[src/verilog/fusa_pkg.sv]
// Package of constants for the flow unit status aggregator
package fusa_pkg;

    // ----------------------------------------
    // Register indices (word addressed)
    // ----------------------------------------
    localparam logic [3:0] ERROR_STATUS_WORD_IDX = 4'h3;
    localparam logic [3:0] ALARM_STATUS_WORD_IDX = 4'h4;
    localparam logic [3:0] WARNING_STATUS_WORD_IDX = 4'h5;
    localparam logic [3:0] UNIT_STATE_WORD_IDX = 4'h6;
    localparam logic [3:0] ALARM_ENABLE_BITS_IDX = 4'h8;
    localparam logic [3:0] WARNING_ENABLE_BITS_IDX = 4'h9;

    // ----------------------------------------
    // Implemented bit positions per word
    // ----------------------------------------
    localparam logic [31:0] ERROR_USED_MASK = 32'h0084_0004;
    localparam logic [31:0] ALARM_USED_MASK = 32'h0180_800f;
    localparam logic [31:0] WARNING_USED_MASK = 32'h0f0e_6f3b;
    localparam logic [31:0] STATE_USED_MASK = 32'h0000_073f;

    // ----------------------------------------
    // Field positions
    // ----------------------------------------
    localparam int WARN_HIGH_TEMP_BIT = 24;
    localparam int WARN_LOW_TEMP_BIT = 25;
    localparam int ST_EXEC_BIT = 0;
    localparam int ST_ANY_ERROR_BIT = 8;
    localparam int ST_ANY_ALARM_BIT = 9;
    localparam int ST_ANY_WARNING_BIT = 10;

    // ----------------------------------------
    // Reset values and timing
    // ----------------------------------------
    localparam logic [31:0] ALARM_ENABLE_RESET = 32'hffff_ffff;
    localparam logic [31:0] WARNING_ENABLE_RESET = 32'hffff_ffff;
    localparam int CLOCK_HZ = 40_000_000;
    localparam int MS_CYCLES = CLOCK_HZ / 1000;

    typedef enum logic [1:0] {
        FUSA_RUN = 2'b00,
        FUSA_SAFE = 2'b01
    } fusa_mode_e;

    typedef enum logic [1:0] {
        FUSA_T_NORMAL = 2'b00,
        FUSA_T_PEND_SET = 2'b01,
        FUSA_T_TRIPPED = 2'b11,
        FUSA_T_PEND_CLR = 2'b10
    } fusa_temp_e;

endpackage : fusa_pkg

[src/verilog/fusa_top.sv]
// Status aggregator with masks, safe state and temperature warnings
`timescale 1ns/1ps

module fusa_top
    import fusa_pkg::*;
#(
    parameter int TEMP_WIDTH = 16,
    parameter int SETTLE_MS_WIDTH = 16
)(
    input wire logic clock,
    input wire logic resetn,
    input wire logic [3:0] reg_index,
    input wire logic reg_write,
    input wire logic [31:0] reg_wdata,
    output logic [31:0] reg_rdata,
    input wire logic [31:0] error_sources,
    input wire logic [31:0] alarm_sources,
    input wire logic [31:0] warning_sources,
    input wire logic [5:1] state_sources,
    input wire logic class1_connected,
    input wire logic signed [TEMP_WIDTH-1:0] temperature,
    input wire logic signed [TEMP_WIDTH-1:0] temp_high_trip,
    input wire logic signed [TEMP_WIDTH-1:0] temp_low_trip,
    input wire logic [SETTLE_MS_WIDTH-1:0] temp_settle_ms,
    output logic safe_state,
    output logic [31:0] cyclic_error_word,
    output logic [31:0] cyclic_alarm_word,
    output logic [31:0] cyclic_warning_word,
    output logic [31:0] cyclic_state_word
);

    if (TEMP_WIDTH < 2 || TEMP_WIDTH > 32 || SETTLE_MS_WIDTH < 1 || SETTLE_MS_WIDTH > 24)
    begin : g_bad_params
        $error("fusa_top: unsupported parameter values");
    end

    localparam int MS_W = $clog2(MS_CYCLES + 1);

    typedef struct packed {
        fusa_mode_e mode;
        logic safe;
        logic [31:0] alarm_en;
        logic [31:0] warn_en;
        fusa_temp_e hi_st;
        fusa_temp_e lo_st;
        logic [SETTLE_MS_WIDTH-1:0] hi_ms;
        logic [SETTLE_MS_WIDTH-1:0] lo_ms;
        logic [MS_W-1:0] hi_sub;
        logic [MS_W-1:0] lo_sub;
        logic [31:0] err_w;
        logic [31:0] alm_w;
        logic [31:0] wrn_w;
        logic [31:0] st_w;
        logic [31:0] rdata;
    } fusa_state_s;

    fusa_state_s s_q;
    fusa_state_s s_d;

    // ----------------------------------------
    // Temperature persistence step
    // ----------------------------------------
    function automatic void temp_step(
        input fusa_temp_e st,
        input logic [SETTLE_MS_WIDTH-1:0] cnt,
        input logic [MS_W-1:0] sub,
        input logic beyond,
        input logic [SETTLE_MS_WIDTH-1:0] limit,
        output fusa_temp_e st_n,
        output logic [SETTLE_MS_WIDTH-1:0] cnt_n,
        output logic [MS_W-1:0] sub_n
    );
        st_n = st;
        cnt_n = '0;
        sub_n = '0;
        case (st)
            FUSA_T_NORMAL:
            begin
                if (beyond)
                    st_n = FUSA_T_PEND_SET;
            end
            FUSA_T_PEND_SET:
            begin
                if (!beyond)
                    st_n = FUSA_T_NORMAL;
                else if (cnt >= limit)
                    st_n = FUSA_T_TRIPPED;
            end
            FUSA_T_TRIPPED:
            begin
                if (!beyond)
                    st_n = FUSA_T_PEND_CLR;
            end
            default:
            begin
                if (beyond)
                    st_n = FUSA_T_TRIPPED;
                else if (cnt >= limit)
                    st_n = FUSA_T_NORMAL;
            end
        endcase
        // Own cycle count per pending state, no phase error against a shared tick
        if (st_n == st && (st == FUSA_T_PEND_SET || st == FUSA_T_PEND_CLR))
        begin
            if (sub == MS_W'(MS_CYCLES - 1))
                cnt_n = cnt + 1'b1;
            else
            begin
                cnt_n = cnt;
                sub_n = sub + 1'b1;
            end
        end
    endfunction : temp_step

    // ----------------------------------------
    // Input synchronisers
    // ----------------------------------------
    logic [31:0] err_m, err_s, alm_m, alm_s, wrn_m, wrn_s;
    logic [5:1] stt_m, stt_s;
    logic conn_m, conn_s;

    always_ff @(posedge clock or negedge resetn)
    begin
        if (!resetn)
        begin
            err_m <= '0;
            err_s <= '0;
            alm_m <= '0;
            alm_s <= '0;
            wrn_m <= '0;
            wrn_s <= '0;
            stt_m <= '0;
            stt_s <= '0;
            conn_m <= 1'b0;
            conn_s <= 1'b0;
        end
        else
        begin
            err_m <= error_sources;
            err_s <= err_m;
            alm_m <= alarm_sources;
            alm_s <= alm_m;
            wrn_m <= warning_sources;
            wrn_s <= wrn_m;
            stt_m <= state_sources;
            stt_s <= stt_m;
            conn_m <= class1_connected;
            conn_s <= conn_m;
        end
    end

    // ----------------------------------------
    // Next state
    // ----------------------------------------
    always_comb
    begin
        logic [31:0] err_raw;
        logic [31:0] alm_raw;
        logic [31:0] wrn_raw;
        logic [31:0] st_raw;
        fusa_temp_e hn;
        fusa_temp_e ln;
        logic [SETTLE_MS_WIDTH-1:0] hc;
        logic [SETTLE_MS_WIDTH-1:0] lc;
        logic [MS_W-1:0] hs;
        logic [MS_W-1:0] ls;
        err_raw = '0;
        alm_raw = '0;
        wrn_raw = '0;
        st_raw = '0;
        hn = s_q.hi_st;
        ln = s_q.lo_st;
        hc = s_q.hi_ms;
        lc = s_q.lo_ms;
        hs = s_q.hi_sub;
        ls = s_q.lo_sub;
        s_d = s_q;
        err_raw = err_s & ERROR_USED_MASK;
        if (|err_raw)
        begin
            s_d.mode = FUSA_SAFE;
            s_d.safe = 1'b1;
        end
        temp_step(s_q.hi_st, s_q.hi_ms, s_q.hi_sub, temperature > temp_high_trip, temp_settle_ms, hn, hc, hs);
        temp_step(s_q.lo_st, s_q.lo_ms, s_q.lo_sub, temperature < temp_low_trip, temp_settle_ms, ln, lc, ls);
        s_d.hi_st = hn;
        s_d.lo_st = ln;
        s_d.hi_ms = hc;
        s_d.lo_ms = lc;
        s_d.hi_sub = hs;
        s_d.lo_sub = ls;
        alm_raw = alm_s & s_q.alarm_en & ALARM_USED_MASK;
        wrn_raw = wrn_s;
        wrn_raw[WARN_HIGH_TEMP_BIT] = s_q.hi_st[1];
        wrn_raw[WARN_LOW_TEMP_BIT] = s_q.lo_st[1];
        wrn_raw = wrn_raw & s_q.warn_en & WARNING_USED_MASK;
        st_raw = '0;
        st_raw[5:1] = stt_s;
        st_raw[ST_EXEC_BIT] = (s_q.mode == FUSA_RUN) && !(|err_raw) && conn_s;
        st_raw[ST_ANY_ERROR_BIT] = |err_raw;
        st_raw[ST_ANY_ALARM_BIT] = |alm_raw;
        st_raw[ST_ANY_WARNING_BIT] = |wrn_raw;
        s_d.err_w = err_raw;
        s_d.alm_w = alm_raw;
        s_d.wrn_w = wrn_raw;
        s_d.st_w = st_raw & STATE_USED_MASK;
        if (reg_write)
        begin
            if (reg_index == ALARM_ENABLE_BITS_IDX)
                s_d.alarm_en = reg_wdata;
            else if (reg_index == WARNING_ENABLE_BITS_IDX)
                s_d.warn_en = reg_wdata;
        end
        if (reg_index == ERROR_STATUS_WORD_IDX)
            s_d.rdata = s_q.err_w;
        else if (reg_index == ALARM_STATUS_WORD_IDX)
            s_d.rdata = s_q.alm_w;
        else if (reg_index == WARNING_STATUS_WORD_IDX)
            s_d.rdata = s_q.wrn_w;
        else if (reg_index == UNIT_STATE_WORD_IDX)
            s_d.rdata = s_q.st_w;
        else if (reg_index == ALARM_ENABLE_BITS_IDX)
            s_d.rdata = s_q.alarm_en;
        else if (reg_index == WARNING_ENABLE_BITS_IDX)
            s_d.rdata = s_q.warn_en;
        else
            s_d.rdata = '0;
    end

    always_ff @(posedge clock or negedge resetn)
    begin
        if (!resetn)
        begin
            s_q <= '0;
            s_q.mode <= FUSA_RUN;
            s_q.alarm_en <= ALARM_ENABLE_RESET;
            s_q.warn_en <= WARNING_ENABLE_RESET;
            s_q.hi_st <= FUSA_T_NORMAL;
            s_q.lo_st <= FUSA_T_NORMAL;
        end
        else
            s_q <= s_d;
    end

    assign reg_rdata = s_q.rdata;
    assign safe_state = s_q.safe;
    assign cyclic_error_word = s_q.err_w;
    assign cyclic_alarm_word = s_q.alm_w;
    assign cyclic_warning_word = s_q.wrn_w;
    assign cyclic_state_word = s_q.st_w;
endmodule : fusa_top

[config.mk]
export PLATFORM = sky130hd
export DESIGN_NAME = fusa_top
export DESIGN_NICKNAME = d
export VERILOG_FILES = /design/src/verilog/fusa_pkg.sv /design/src/verilog/fusa_top.sv
export SDC_FILE = /design/constraint.sdc
export NUM_CORES = 1
export LEC_CHECK = 0
export BUFFER_PORTS_ARGS = -buffer_cell sky130_fd_sc_hd__buf_2
export CAP_MARGIN = 0
export CORE_MARGIN = 2
export CORE_UTILIZATION = 57
export DETAILED_ROUTE_END_ITERATION = 10
export GPL_ROUTABILITY_DRIVEN = 0
export PLACE_DENSITY = 0.95
export SYNTH_ARGS = -nofsm -noshare
export SYNTH_HDL_FRONTEND = slang
export SYNTH_SLANG_ARGS = --single-unit
[constraint.sdc]
create_clock -name clock -period 7.29 [get_ports clock]
set_input_delay 1.0935 -clock clock [delete_from_list [all_inputs] [get_ports clock]]
set_output_delay 1.0935 -clock clock [all_outputs]
set_load 0.02 [all_outputs]
==> reports/results.txt <==
Final TNS setup = 0 ns
min Tclk post-route = 3.47 ns
DRT met1 WL = 11,200 microns
Synth area leaders = dfrtp_1 (39%), dfstp_2 (13%), buf_4 (9.2%)
CTS tree = built
Worst Tran Pin Value = 1.29 ns
maximum clock frequency = 0.288 GHz
number of setup violations in the final report = 0
layout cell share with drive strength beyond 1 = 31.0%
synth unique cells = 62
antenna-violating nets left = 0
post-route design area = 0.0145 sq mm
Sw Share = 30.4%
Yosys reg bits = 266
H-tree level count = 1
vias in the first global route = 8,996
Leakage = 7.11 nW
P_sw = 1.22 mW
drc violations = 0
Synth area leader = dfrtp_1
Comb pwr share = 20.4%
Critical Path AT = 3.89 ns
clock share of power = 34.6%
placed cells = 1,554
Slew HR = 13.7%
Tot Pwr = 4.00 mW
top routing layer used = met5
CP Max Fanout = 32
clock sinks = 266
Period Utilization, post-route = 47.6%
Clock Skews = 0.0183 ns
WL met3 = 2060 microns
startpoint types = input pin
Post-Route WL = 28,900 microns
first drt pass iteration count = 8
DIE AREA = 0.0242 sq mm
die width = 156 microns
CTS Buffer Depth = 3
sequential-to-total area share from yosys stat = 51.5%
Storage cell area = 0.00674 sq mm
Mean Syn Cell Area = 11.3 sq um
Yosys warning count = 0
Resized cells post-CTS = 0
Clk pin slew, worst setup/hold paths = 0.06 ns
GRT Total Usage = 23.7%
Layout area overhead = 11.0%
Crit Path Category = in -> reg
worst endpoint required time = 7.71 ns
Post-CTS Setup Repair Bufs = 0
root buf cell = clkbuf_16
routed len/inst = 18.0 microns
Max Slew Vio Count = 0
final net count = 1,579
Top FF cell, synth = dfrtp_1
RSZ-0062 raised after global routing = false
io pins = 366
routed vias = 8,731
first-pass GRT wire length = 46,000 microns
Cell Area, Synth = 0.0131 sq mm
fraction of synthesis flops using an asynchronous set or reset pin = 100%
row cnt = 55
status = finished, final reports clean
P_int = 2.78 mW
Met2 Wirelength = 14,800 microns
Core Box Area = 0.0226 sq mm
input/output buffers = 204
Hold Buf Count CTS = 0
pin count of the biggest net entering global routing = 156
Hold Worst Slack = 0.346 ns
post-DP HPWL = 20,600 microns
Num CTS Buffers = 28
Synth Instances = 1,158
initial antenna violation count = 6
Non-Filler Instances = 1,609
drt via density = 5.43
Max-cap violations = 0
Peak VDD IR = 172 uV
Cell Area, Placed = 0.0136 sq mm
Initial Util = 58.0%
Congestion Overflow GR = 0
Yosys top cell area share = 38.6%
clock latency on the worst-skew pair = 0.55 ns
power per cell area = 275 mW/mm^2
Worst Setup End Kind = flip-flop
area of the multi-input gates = 0.00512 sq mm
type of the tightest min-delay check = reg -> reg
Filler cells = 1,618
Final Hold Vio Count = 0
Sequential Power Share = 45.0%
DRT iter0 DRCs = 566
Die H = 156 microns
EDFF count, synth = 0
==> layout make-up <==
cell class	count	area share [%]
flip-flops and latches	266	46.4
clock buffers	45	5.81
inverters	76	1.96
repair buffers	213	7.65
well taps	285	2.45
multi-input cells	714	35.2
clock inverters	7	0.491
diodes	3	0.0517
==> metal layers <==
metal | global-route usage [%] | vias to the layer above
met5 | 0 | -
met4 | 7.73 | 6
met3 | 5.69 | 80
met2 | 42.0 | 321
met1 | 28.5 | 4296
li1 | - | 4028
==> final timing paths <==
check,start,end,slack (ns),depth (start not counted)
max,temp_settle_ms[0],s_q[176]$_DFF_PN0_,3.82,11
min,alm_m[15]$_DFF_PN0_,alm_s[15]$_DFF_PN0_,0.35,0
max reg2reg,s_q[208]$_DFFE_PN0P_,s_q[176]$_DFF_PN0_,4.05,11
min reg2reg,alm_m[15]$_DFF_PN0_,alm_s[15]$_DFF_PN0_,0.35,0
max in group asynchronous,resetn,stt_m[2]$_DFF_PN0_,5.45,2
min in group asynchronous,resetn,reg_rdata[20]$_DFF_PN0_,0.58,1
==> critical path: stages <==
cell and delay [ns]:
buf_2 0.12, ha_1 0.27, nand2b_1 0.15, a2111oi_0 0.49, o311ai_1 0.14, o21ai_1 0.24, nand2_1 0.20, o311ai_1 0.44
o311ai_4 0.17, buf_4 0.27, nor4b_1 0.31
==> cells in the mapped netlist, types with 12 or more instances <==
master and instances:
nand4_1 18, nand3_1 26, clkbuf_1 19, xnor2_1 35
ha_1 75, buf_4 160, nand2_1 59, a222oi_1 15
and2_1 26, a21oi_1 30, inv_1 76, xor2_1 23
o21ai_0 15, nor2_1 39, mux2_2 65, nor3_1 67
dfrtp_1 202, dfstp_2 64, and3_1 12
==> power by group through the flow <==
stage / sequential (mW) / clock, mW / combinational (mW)
after global placement: 1.80 / 0 / 0.777
after CTS: 1.80 / 1.40 / 0.814
final: 1.80 / 1.38 / 0.813
after detailed placement: 1.82 / 0 / 0.807
after floorplan: 1.78 / 0 / 0.657
after global routing: 1.82 / 1.47 / 0.896
==> metrics by stage <==
step / util [%] / setup WS [ns]
2_1_floorplan: - / 4.00
3_3_place_gp: 60.3 / 3.48
3_5_place_dp: 60.3 / 3.35
4_1_cts: 64.3 / 3.87
5_1_grt: 64.4 / 3.72
6_report: 64.4 / 3.82
==> registers in the layout (all words and copies together), names as in the netlist, 3 cells and up <==
| name | cells |
|---|---|
| s_q | 132 |
| reg_rdata | 32 |
| cyclic_warning_word | 18 |
| wrn_m | 16 |
| wrn_s | 16 |
| cyclic_state_word | 9 |
| alm_m | 7 |
| alm_s | 7 |
| cyclic_alarm_word | 7 |
| stt_m | 5 |
| stt_s | 5 |
| cyclic_error_word | 3 |
| err_m | 3 |
| err_s | 3 |
==> cell families after synthesis <==
| logic type | synth area share (%) |
|---|---|
| adder cells (fa/ha/maj) | 7.17 |
| multiplexers | 6.16 |
| other | 0.0286 |
| XOR/XNOR | 3.88 |
| buffers and inverters | 12.4 |
| flip-flops | 51.5 |
| AO/OA/AOI/OAI | 6.72 |
| AND/OR/NAND/NOR | 12.2 |
==> layout by cell type (no fill, tap or decap), types with 7 or more instances in the layout <==
master,n
xor2_1,23
a21o_1,7
a21oi_1,30
and2_1,26
o21ai_0,15
dfstp_2,64
nor3_1,67
nand4_1,18
nand2b_1,7
conb_1,91
clkbuf_1,9
nor2_1,39
nor4_2,7
nand3_1,26
inv_1,76
dfrtp_1,202
nand2_1,58
ha_1,75
nor4_1,7
xnor2_1,35
clkbuf_8,8
and3_1,12
buf_2,203
a22o_1,11
clkbuf_16,28
buf_4,8
mux2_2,65
a222oi_1,15
(Power assumes the default switching activity.)
